--- src/design/polp_pkg.sv ---
// Package for the parallel output line port: command carriers, modes, timing counts.
// Assumes a single 250 MHz system clock shared by every user of the package.
package polp_pkg;

	// Combine modes carried with each port write
	typedef enum logic [1:0] {
		POLP_MODE_LOAD = 2'h0,
		POLP_MODE_OR   = 2'h1,
		POLP_MODE_AND  = 2'h2,
		POLP_MODE_XOR  = 2'h3
	} polp_mode_t;

	localparam int           POLP_LINES        = 32;
	localparam int           POLP_BYTES        = 4;
	localparam int           POLP_SPARES       = 5;
	localparam int           POLP_ADDR_W       = 12;
	localparam int           POLP_JUMPER_W     = 10;
	localparam int           POLP_JUMPER_LSB   = 2;
	localparam logic [1:0]   POLP_ADDR_LOW     = 2'h0;
	localparam logic [31:0]  POLP_WORD_RESET   = 32'h0000_0000;
	localparam logic [4:0]   POLP_SPARE_RESET  = 5'h00;
	localparam logic [11:0]  POLP_ADDR_DIGITAL = 12'hc90;
	localparam logic [11:0]  POLP_ADDR_ANALOG  = 12'h990;

	// Timing: figures in ps, cycle counts derived from the 4 ns clock
	localparam int POLP_CLK_PERIOD_PS  = 4000;
	localparam int POLP_BUS_CYCLE_PS   = 2150000;
	localparam int POLP_STARTUP_PS     = 200000;
	localparam int POLP_JITTER_PS      = 100000;
	localparam int POLP_WRITE_CYCLES   = 5;
	localparam int POLP_LEADIN_PS      = 10950000;
	localparam int POLP_BUS_CYCLE_CLKS = (POLP_BUS_CYCLE_PS + POLP_CLK_PERIOD_PS - 1) / POLP_CLK_PERIOD_PS;
	localparam int POLP_STARTUP_CLKS   = (POLP_STARTUP_PS + POLP_CLK_PERIOD_PS - 1) / POLP_CLK_PERIOD_PS;

	// One command on the sequencer peripheral bus
	typedef struct packed {
		logic [11:0] addr;
		logic [2:0]  mode;
		logic [31:0] pattern;
	} polp_write_t;

	// Spare line command: on or off for one selected line
	typedef struct packed {
		logic       spare_line_on;
		logic       spare_line_off;
		logic [2:0] sel;
	} polp_spare_t;

endpackage : polp_pkg

--- src/design/polp_port.sv ---
// Parallel output line port: 32 lines plus five spare lines, driven from the sequencer peripheral bus.
// Assumes commands come from logic on sys_clk; jumper straps come from pins and are synchronised.
// Operation
// - Thirty-two output lines, each tied to one bit of the stored word.
// - New word is load, OR, AND or XOR of pattern with old word.
// - New word reaches the lines one byte at a time, low byte first.
// - Consecutive byte updates are one bus cycle apart, jitter under 100 ns.
// - A bus cycle is 2.150 us; a whole write takes five bus cycles.
// - Write lead-in is 10.950 us: 200 ns startup plus five bus cycles.
// - Only accesses to the jumper-configured board address are answered; spare commands carry no address and are answered without any address check.
// - Board address bits 2 to 11 come from ten jumpers; bits 0, 1 zero.
// - A fitted jumper reads as one, an absent jumper as zero.
// - Zero word drives all lines low; all-ones word drives all lines high.
// - Five separately controlled spare output lines besides the 32-line port.
// - Spare-on drives selected line high; spare-off returns it low.
`timescale 1ns/1ps
`default_nettype none

module polp_port #(
	parameter int BUS_CYCLE_CLKS = polp_pkg::POLP_BUS_CYCLE_CLKS, // Clocks per bus cycle
	parameter int STARTUP_CLKS   = polp_pkg::POLP_STARTUP_CLKS    // Clocks of startup delay
) (
	input  wire logic                 sys_clk,        // System clock, 250 MHz
	input  wire logic                 rstn,           // Async reset, active low
	input  wire logic                 wr_valid,       // Write command present
	input  wire polp_pkg::polp_write_t wr_cmd,        // Address, mode, pattern
	output logic                      wr_ready,       // Port can take a write
	input  wire logic                 spare_valid,    // Spare command present
	input  wire polp_pkg::polp_spare_t spare_cmd,     // Spare on/off and line
	input  wire logic [9:0]           jumper_n,       // Address jumper pins, low when fitted
	output logic [31:0]               out_lines,      // Parallel output lines
	output logic [4:0]                spare_lines,    // Spare output lines
	output logic                      mode_err,       // Pulse: illegal mode on matching write
	output logic                      busy            // Write in progress
);

	typedef enum logic [1:0] {
		POLP_IDLE  = 2'h0,
		POLP_START = 2'h1,
		POLP_BYTE  = 2'h2,
		POLP_TAIL  = 2'h3
	} polp_state_t;

	// One down-counter serves the startup and every bus cycle.
	// Sized for the sum of the two clock counts plus one,
	// so a larger bus-cycle parameter never wraps the count.
	localparam int CNT_W = $clog2(BUS_CYCLE_CLKS + STARTUP_CLKS + 1);

	// Sequencer state, shared down-counter and byte index.
	// The byte index runs 0 to 3 while bytes are applied.
	polp_state_t       state_ff;
	logic [CNT_W-1:0]  cnt_ff;
	logic [2:0]        step_ff;

	// Target word and the word on the pins.
	// They differ only while a write is being staged.
	logic [31:0]       word_ff;
	logic [31:0]       out_ff;
	logic [4:0]        spare_ff;
	logic              err_ff;

	// Jumper synchroniser stages
	logic [9:0]        jmp_meta_ff;
	logic [9:0]        jmp_sync_ff;

	// Decode of the current bus command
	logic [11:0]       board_addr;
	logic              hit;
	logic              mode_ok;
	logic [31:0]       nxt_word;

	// Merge pattern with the stored word
	function automatic logic [31:0] combine(input logic [2:0] mode, input logic [31:0] old,
		input logic [31:0] pat);
		unique case (mode[1:0])
			polp_pkg::POLP_MODE_LOAD: combine = pat;
			polp_pkg::POLP_MODE_OR:   combine = old | pat;
			polp_pkg::POLP_MODE_AND:  combine = old & pat;
			polp_pkg::POLP_MODE_XOR:  combine = old ^ pat;
		endcase
	endfunction : combine

	// Jumper straps are pins, so two flops before the address compare
	always_ff @(posedge sys_clk or negedge rstn) begin
		if (!rstn) begin
			jmp_meta_ff <= 10'h000;
			jmp_sync_ff <= 10'h000;
		end else begin
			jmp_meta_ff <= ~jumper_n;
			jmp_sync_ff <= jmp_meta_ff;
		end
	end

	// Board address from jumpers; low two bits fixed at zero
	assign board_addr = {jmp_sync_ff, polp_pkg::POLP_ADDR_LOW};
	assign hit        = wr_valid && (wr_cmd.addr == board_addr);
	assign mode_ok    = (wr_cmd.mode[2] == 1'b0);
	assign nxt_word   = combine(wr_cmd.mode, word_ff, wr_cmd.pattern);
	// Ready and busy are combinational so a new write can be taken
	// in the very cycle the previous one closes; there is no queue,
	// so a write offered while busy is simply not taken.
	assign wr_ready   = (state_ff == POLP_IDLE);
	assign busy       = (state_ff != POLP_IDLE);

	// Sequencer: startup, four byte steps one bus cycle apart, then the fifth cycle
	// Each count reloads in the cycle of the previous expiry, so byte spacing does not drift
	always_ff @(posedge sys_clk or negedge rstn) begin
		if (!rstn) begin
			state_ff <= POLP_IDLE;
			cnt_ff   <= '0;
			step_ff  <= 3'h0;
		end else begin
			unique case (state_ff)
				// Wait for an addressed write with a legal mode.
				// Illegal modes never leave idle, so the lines cannot move.
				POLP_IDLE: begin
					if (hit && mode_ok) begin
						state_ff <= POLP_START;
						cnt_ff   <= CNT_W'(STARTUP_CLKS - 1);
						step_ff  <= 3'h0;
					end
				end
				// Startup delay before the first bus cycle begins
				POLP_START: begin
					if (cnt_ff == '0) begin
						state_ff <= POLP_BYTE;
						cnt_ff   <= CNT_W'(BUS_CYCLE_CLKS - 1);
					end else begin
						cnt_ff <= cnt_ff - 1'b1;
					end
				end
				// Each expiry applies one byte and reloads the full bus cycle.
				// Reload on expiry keeps the spacing exact, with no jitter.
				POLP_BYTE: begin
					if (cnt_ff == '0) begin
						cnt_ff  <= CNT_W'(BUS_CYCLE_CLKS - 1);
						step_ff <= step_ff + 3'h1;
						if (step_ff == 3'(polp_pkg::POLP_BYTES - 1))
							state_ff <= POLP_TAIL;
					end else begin
						cnt_ff <= cnt_ff - 1'b1;
					end
				end
				POLP_TAIL: begin
					// Fifth bus cycle closes the write
					if (cnt_ff == '0)
						state_ff <= POLP_IDLE;
					else
						cnt_ff <= cnt_ff - 1'b1;
				end
			endcase
		end
	end

	// Target word is captured when the write is taken.
	// Combining against the target, not the pins, means a write that
	// follows a finished one always sees the whole previous word.
	always_ff @(posedge sys_clk or negedge rstn) begin
		if (!rstn)
			word_ff <= polp_pkg::POLP_WORD_RESET;
		else if (state_ff == POLP_IDLE && hit && mode_ok)
			word_ff <= nxt_word;
	end

	// Output bytes follow the target one at a time, low byte first.
	// Downstream equipment sees intermediate words mid-write;
	// a user needing atomic changes must confine them to one byte.
	generate
		for (genvar b = 0; b < polp_pkg::POLP_BYTES; b++) begin : g_byte
			always_ff @(posedge sys_clk or negedge rstn) begin
				if (!rstn)
					out_ff[8*b +: 8] <= 8'h00;
				else if (state_ff == POLP_BYTE && cnt_ff == '0 && step_ff == 3'(b))
					out_ff[8*b +: 8] <= word_ff[8*b +: 8];
			end
		end
	endgenerate

	// Illegal mode on an addressed write is flagged and the word is untouched.
	// The flag is a single-cycle pulse; a caller must watch for it
	// on the cycle after the command is offered.
	always_ff @(posedge sys_clk or negedge rstn) begin
		if (!rstn)
			err_ff <= 1'b0;
		else
			err_ff <= (state_ff == POLP_IDLE) && hit && !mode_ok;
	end

	// Spare lines; on takes priority if both bits are set.
	// Selects above the last spare are dropped rather than wrapped,
	// so a bad select can never disturb a real line.
	always_ff @(posedge sys_clk or negedge rstn) begin
		if (!rstn) begin
			spare_ff <= polp_pkg::POLP_SPARE_RESET;
		end else if (spare_valid && spare_cmd.sel < 3'(polp_pkg::POLP_SPARES)) begin
			if (spare_cmd.spare_line_on)
				spare_ff[spare_cmd.sel] <= 1'b1;
			else if (spare_cmd.spare_line_off)
				spare_ff[spare_cmd.sel] <= 1'b0;
		end
	end

	// Pins come straight from flops, so they never glitch.
	// Bit n of the stored word drives line n.
	assign out_lines   = out_ff;
	assign spare_lines = spare_ff;
	assign mode_err    = err_ff;

endmodule : polp_port

`default_nettype wire

--- config.mk ---
export PLATFORM = sky130hd
export DESIGN_NAME = polp_port
export DESIGN_NICKNAME = d
export VERILOG_FILES = /design/src/design/polp_pkg.sv /design/src/design/polp_port.sv
export SDC_FILE = /design/constraint.sdc
export NUM_CORES = 1
export LEC_CHECK = 0
export BUFFER_PORTS_ARGS = -buffer_cell sky130_fd_sc_hd__buf_2
export CORE_AREA = 2 2 111 113
export CTS_CLUSTER_DIAMETER = 120
export DETAILED_ROUTE_END_ITERATION = 8
export DIE_AREA = 0 0 113 115
export GPL_ROUTABILITY_DRIVEN = 0
export MAX_ROUTING_LAYER = met4
export PLACE_DENSITY = 0.77
export SYNTH_ARGS = -nofsm -noshare
export SYNTH_HDL_FRONTEND = slang
export SYNTH_SLANG_ARGS = --single-unit
--- constraint.sdc ---
create_clock -name sys_clk -period 4.45 [get_ports sys_clk]
set_input_delay 0.89 -clock sys_clk [delete_from_list [all_inputs] [get_ports sys_clk]]
set_output_delay 0.89 -clock sys_clk [all_outputs]
set_load 0.01 [all_outputs]
==> impl_metrics.tcl, run 1 <==
set metrics [dict create \
    post-dp-hpwl_um 8850 \
    first_iter_violations 157 \
    fin_crit_ps 2790 \
    crit_type "reg -> out" \
    route.met3.wl_um 355 \
    rows 40 \
    worst_pin_slew_ps 1030 \
    initial_utilization_pct 53.4 \
    yosysTopAreaCell "dfrtp_1" \
    critical-path-max-stage-delay_ps 560 \
    m1WireLength_um 5000 \
    max_freq_mhz 358 \
    fin_cells 800 \
    powerDensity_nw_per_um2 372 \
    postSynthCellCount 550 \
    num_io_pins 106 \
    clock_latency_ps 350 \
    hp-class "reg -> reg" \
    grt_usage_pct 20.7 \
    drcViolationCount 2 \
    netlist_area_um2 6310 \
    top_layer "met4" \
    synth_top_family_by_area "multiplexers" \
    grt_antenna_before_repair 0 \
    peakVddDrop_mv 0.236 \
    syn_area_per_cell_um2 11.5 \
    setup_violations 0 \
    io_buffers 105 \
    gr-total-overflow 0 \
    die_w_um 113 \
    antenna_cells 0 \
    crit_family "buffers and inverters" \
    synth_compound_area_share_pct 5.89 \
    ant_nets 0 \
    path_buf_inv 3 \
    post-route-util_pct 61.3 \
    start_kind "register" \
    maxSlewHeadroom_pct 31.5 \
    power_w 0.00269 \
    ctsHtreeMaxLevel 3 \
    nets 788 \
    grt_pass1_vias 4520 \
    drive_gt1_share_pct 29.1 \
    yosysMostFrequentCell "inv_1" \
    violations "design-rule violations" \
    cts_tree "yes" \
    cts_setup_buffers 0 \
    dpl_worst_slack_ps 1490 \
    coreArea_um2 11800 \
    fin_tns_setup_ps 0 \
    ys_types 53 \
    grt_setup_unrepaired "false" \
    ys.flop_type "dfrtp_1" \
    synth-warning-count 0 \
    hold_viol 0 \
    fp.dieH_um 115 \
    ys_async_sr_fraction_pct 100 \
    wirelength_um 12200 \
    regToRegSetupSlack_ps 1840 \
    slew_viol_final 0 \
    post-route-period-util_pct 62.8 \
    firstDrtPassIters 6 \
    area_growth_pct 14.7 \
    status "complete, but fails checks" \
    grt_max_degree 48 \
    power.leakage_nw 3.89 \
    cp.required_ps 3560 \
    cts_buffer_depth 2 \
    grt_pass1_wl_um 20900 \
    cp_max_fo 16 \
    cts.sink_count 105 \
    muxShareOfSynthArea_pct 21.5 \
    critPathSlowestCell "ha_1" \
    synthAdderAreaFrac_pct 14.7 \
    synth_top_cells_by_area "dfrtp_1 42%, ha_1 15%, mux4_2 10%" \
    ys_seq_elements 105 \
    syn_nets 690 \
    cts.clk_slew.worst_paths_ps 70 \
    fin_ws_ps 1660 \
    cpMostUsedCell "inv_1" \
    synthSimpleGateAreaFrac_pct 6.54 \
    cts-root-buf "clkbuf_16" \
    cap_violations 0 \
    cp.arrival_ps 1900 \
    die-area_um2 13000 \
    cts_resized 0 \
    synth-edff-count 0 \
    avgViaCountPerCell 5.34 \
    wl_met2_um 6580 \
    wire_per_inst_um 15.2 \
    dp.cells 784 \
    ys_seq_area_share_pct 41.6 \
    yosys-top-cells-count "111 x inv_1, 105 x dfrtp_1, 74 x ha_1" \
    cts_buffers 9 \
    postCtsHoldBufs 0 \
    crit_path_end_kind "primary output" \
    cp_cell_sequence "inv_1, ha_1, inv_1, buf_2" \
    synth_xor_area_share_pct 1.53 \
    skew_ps 8.94 \
    synth_top_area_share_pct 41.6 \
    via_count 4270 \
]
==> worst reg2reg max path, stage by stage, from the launching register on <==
cell,delay (ps)
dfrtp_1,430
nor4_1,530
and3_1,460
and3_1,240
and2_1,450
mux2_1,380
==> routing by layer <==
layer	vias to the layer above	track usage, %
li1	2053	-
met1	2132	24.0
met2	64	36.8
met3	21	3.00
met4	0	7.48
met5	-	-
==> area by class of cell <==
cell class                      count  area, um2
Multi-Input combinational cell    313       3170
Timing Repair Buffer              108        551
Clock buffer                        9        225
Fill cell                         964       4570
Sequential cell                   105       2630
Clock inverter                      7       68.8
Inverter                          111        417
Tap cell                          147        184
==> through the flow <==
step / cell area (um2) / hold slack [ps]
after floorplan: 6310 / 331
after CTS: 7240 / 349
final: 7240 / 348
after global routing: 7240 / 359
after detailed placement: 6950 / 335
after global placement: 6950 / 331
==> power by group <==
part,switching (W),internal [W],total (W)
Combinational,0.000440,0.000349,0.000789
Clock,0.000359,0.000435,0.000795
Sequential,0.0000760,0.00103,0.00111
Total,0.000876,0.00182,0.00269
==> cells in the final DEF (no fill, tap or decap), types with 2 or more instances in the layout <==
| cell | synthesis | routed |
|---|---|---|
| o211ai_1 | 4 | 4 |
| nand4_1 | 3 | 3 |
| dfrtp_1 | 105 | 105 |
| mux4_2 | 29 | 29 |
| o22a_1 | 3 | 3 |
| nor2_1 | 18 | 18 |
| nand2b_1 | 2 | 2 |
| a31oi_1 | 4 | 4 |
| xor2_1 | 2 | 2 |
| clkinvlp_4 | 0 | 2 |
| nand3_1 | 9 | 9 |
| inv_1 | 111 | 111 |
| mux2_2 | 33 | 33 |
| a21oi_1 | 7 | 7 |
| nor2b_1 | 3 | 3 |
| nor3_1 | 2 | 2 |
| nand3b_1 | 2 | 2 |
| nand2_1 | 28 | 28 |
| buf_2 | 3 | 104 |
| a22o_1 | 2 | 2 |
| clkinv_2 | 0 | 3 |
| mux2_1 | 24 | 24 |
| o32a_1 | 2 | 2 |
| or3_1 | 3 | 3 |
| xnor2_1 | 9 | 9 |
| buf_4 | 3 | 4 |
| o21ai_0 | 10 | 10 |
| mux2i_1 | 5 | 5 |
| nor4_1 | 3 | 3 |
| and3_1 | 3 | 3 |
| clkbuf_16 | 0 | 9 |
| and2_1 | 3 | 3 |
| o21ai_1 | 7 | 7 |
| ha_1 | 74 | 74 |
==> sequential cells by signal, summed over array words and instances, names as in the netlist, named ones only <==
register / count
state_ff: 2
word_ff: 32
cnt_ff: 10
out_lines: 32
jmp_sync_ff: 10
step_ff: 3
mode_err: 1
jmp_meta_ff: 10
==> final timing paths <==
path | startpoint | end | cells past startpoint
max | state_ff[1] | busy | 4
min | jmp_meta_ff[6] | jmp_sync_ff[6] | 0
max reg2reg | cnt_ff[6] | out_lines[17] | 5
min reg2reg | jmp_meta_ff[6] | jmp_sync_ff[6] | 0
max in group asynchronous | rstn | cnt_ff[1] | 2
min in group asynchronous | rstn | out_lines[16] | 1
==> cells by family after synthesis <==
logic type	after synthesis
DFF	105
AOI/OAI and AO/OA	53
muxes	92
and+or+nand+nor	83
xor gates and xnor gates	11
adders and majority gates	74
buffers and inverters	132
Note: power is estimated with default switching activity, not from simulation.
==> run 2: changes to the inputs <==
Settings changed: CORE_AREA 2 2 111 113 to 2 2 114 116, DIE_AREA 0 0 113 115 to 0 0 116 118, PLACE_DENSITY 0.77 to 0.76.
Clock period 4.45 ns to 2.54 ns, I/O delays scaled along.
==> run 2 against run 1 <==
Compared with the run above:
- the run now ends clean
- clock-buffer cell count is 3 higher
- clock skew is 2.9 ps higher
- die area is 5.3% higher
- flip-flop and latch count unchanged
- sequential power is 75% higher
- largest cell class unchanged
- highest routed layer unchanged
==> impl_metrics.tcl, run 2 (same netlist as run 1, synthesis figures left out) <==
set metrics [dict create \
    rows 41 \
    gr-total-overflow 0 \
    cp.required_ps 2770 \
    postCtsHoldBufs 0 \
    fin_cells 837 \
    cp_cell_sequence "xor2_1, or3_1, or4_1, a221oi_4, mux2_4" \
    crit_family "simple AND/OR/NAND/NOR gates" \
    fin_area_um2 7410 \
    postPlaceCellArea_um2 7100 \
    cts-root-buf "clkbuf_16" \
    drive_gt1_share_pct 30.1 \
    drcViolationCount 0 \
    hold_viol 0 \
    grt_max_degree 46 \
    dp.cells 820 \
    final_common_cell "inv_1" \
    die_w_um 116 \
    maxSlewHeadroom_pct 53.7 \
    nets 799 \
    cap_violations 0 \
    grt_setup_unrepaired "false" \
    cp_max_fo 3 \
    max_freq_mhz 447 \
    coreArea_um2 12400 \
    path_buf_inv 0 \
    post-dp-hpwl_um 9670 \
    cts.clk_slew.worst_paths_ps 70 \
    status "completed" \
    grt_antenna_before_repair 1 \
    fp.dieH_um 118 \
    start_kind "register" \
    wirelength_um 13200 \
    grt_pass1_wl_um 22900 \
    hp-class "in -> async" \
    powerDensity_nw_per_um2 655 \
    layout_common_cells "111 x inv_1, 105 x dfrtp_1, 104 x buf_2, 74 x ha_1, 33 x mux2_2" \
    cts_resized 0 \
    setup_violations 0 \
    fin_ws_ps 304 \
    initial_utilization_pct 50.8 \
    cts_tree "yes" \
    post-route-period-util_pct 88.0 \
    peakVddDrop_mv 0.432 \
    skew_ps 11.8 \
    ant_nets 0 \
    cts.sink_count 105 \
    cts_buffers 9 \
    crit_type "reg -> reg" \
    worst_pin_slew_ps 687 \
    grt_usage_pct 21.6 \
    power.leakage_nw 3.97 \
    cp.arrival_ps 2470 \
    slew_viol_final 0 \
    grt_pass1_vias 4870 \
    crit_path_end_kind "register" \
    num_io_pins 106 \
    wire_per_inst_um 15.8 \
    cts_buffer_depth 2 \
    ctsHtreeMaxLevel 3 \
    cts_setup_buffers 0 \
    first_iter_violations 145 \
    dpl_worst_slack_ps 82.7 \
    avgViaCountPerCell 5.28 \
    firstDrtPassIters 4 \
    fin_tns_setup_ps 0 \
    die-area_um2 13700 \
    via_count 4423 \
    clock_latency_ps 350 \
    area_growth_pct 17.3 \
    critical-path-max-stage-delay_ps 500 \
    fin_crit_ps 2240 \
    nFillCells 1060 \
    io_buffers 105 \
    critPathSlowestCell "or4_1" \
]
run 2: cell types whose count changed in the layout (fill, tap and decap cells not counted), sizes merged:
| cell | delta |
|---|---|
| buf | +11 |
| clkbuf | +3 |
| clkinv | -1 |
| clkinvlp | -1 |
| diode | +1 |
| inv | -1 |
run 2: final cells by class:
cell class                      instances  area (um2)  area share [%]
Tap cell                              172         215            2.91
Timing Repair Buffer                  119         671            9.05
Sequential cell                       105        2630            35.5
Clock buffer                           12         256            3.46
Antenna cell                            1        2.50          0.0338
Clock inverter                          4        51.3           0.693
Multi-Input combinational cell        313        3170            42.8
Inverter                              111         417            5.63
run 2: metrics by stage:
stage	hold WS, ps	total power [W]	utilization (%)
6_report	133	0.00485	59.7
2_1_floorplan	212	0.00298	-
4_1_cts	145	0.00489	59.6
3_3_place_gp	331	0.00336	57.2
5_1_grt	173	0.00514	59.7
3_5_place_dp	335	0.00345	57.2
run 2: path summary, 6_finish.rpt:
path | start | endpoint | slack [ps] | cells after the start
max | jmp_sync_ff[9] | state_ff[1] | 300 | 5
min | rstn | word_ff[21] | 130 | 1
max in group asynchronous | rstn | jmp_meta_ff[8] | 1700 | 2
min reg2reg | jmp_meta_ff[0] | jmp_sync_ff[0] | 350 | 0
max reg2reg | jmp_sync_ff[9] | state_ff[1] | 300 | 5
min in group sys_clk | jumper_n[9] | jmp_meta_ff[9] | 300 | 2
run 2: metal layers:
layer	vias to the layer above	global-route usage, %	routed length (um)
li1	2076	-	-
met1	2233	24.7	5200
met2	88	37.8	7320
met3	26	2.83	350
met4	0	9.00	316
met5	-	-	0
run 2: report_power, final:
part	total (W)	internal (W)	leakage, nW	switching, W
clock network	0.00144	0.000819	0.149	0.000617
logic	0.00148	0.000670	2.44	0.000806
registers	0.00194	0.00181	1.38	0.000133
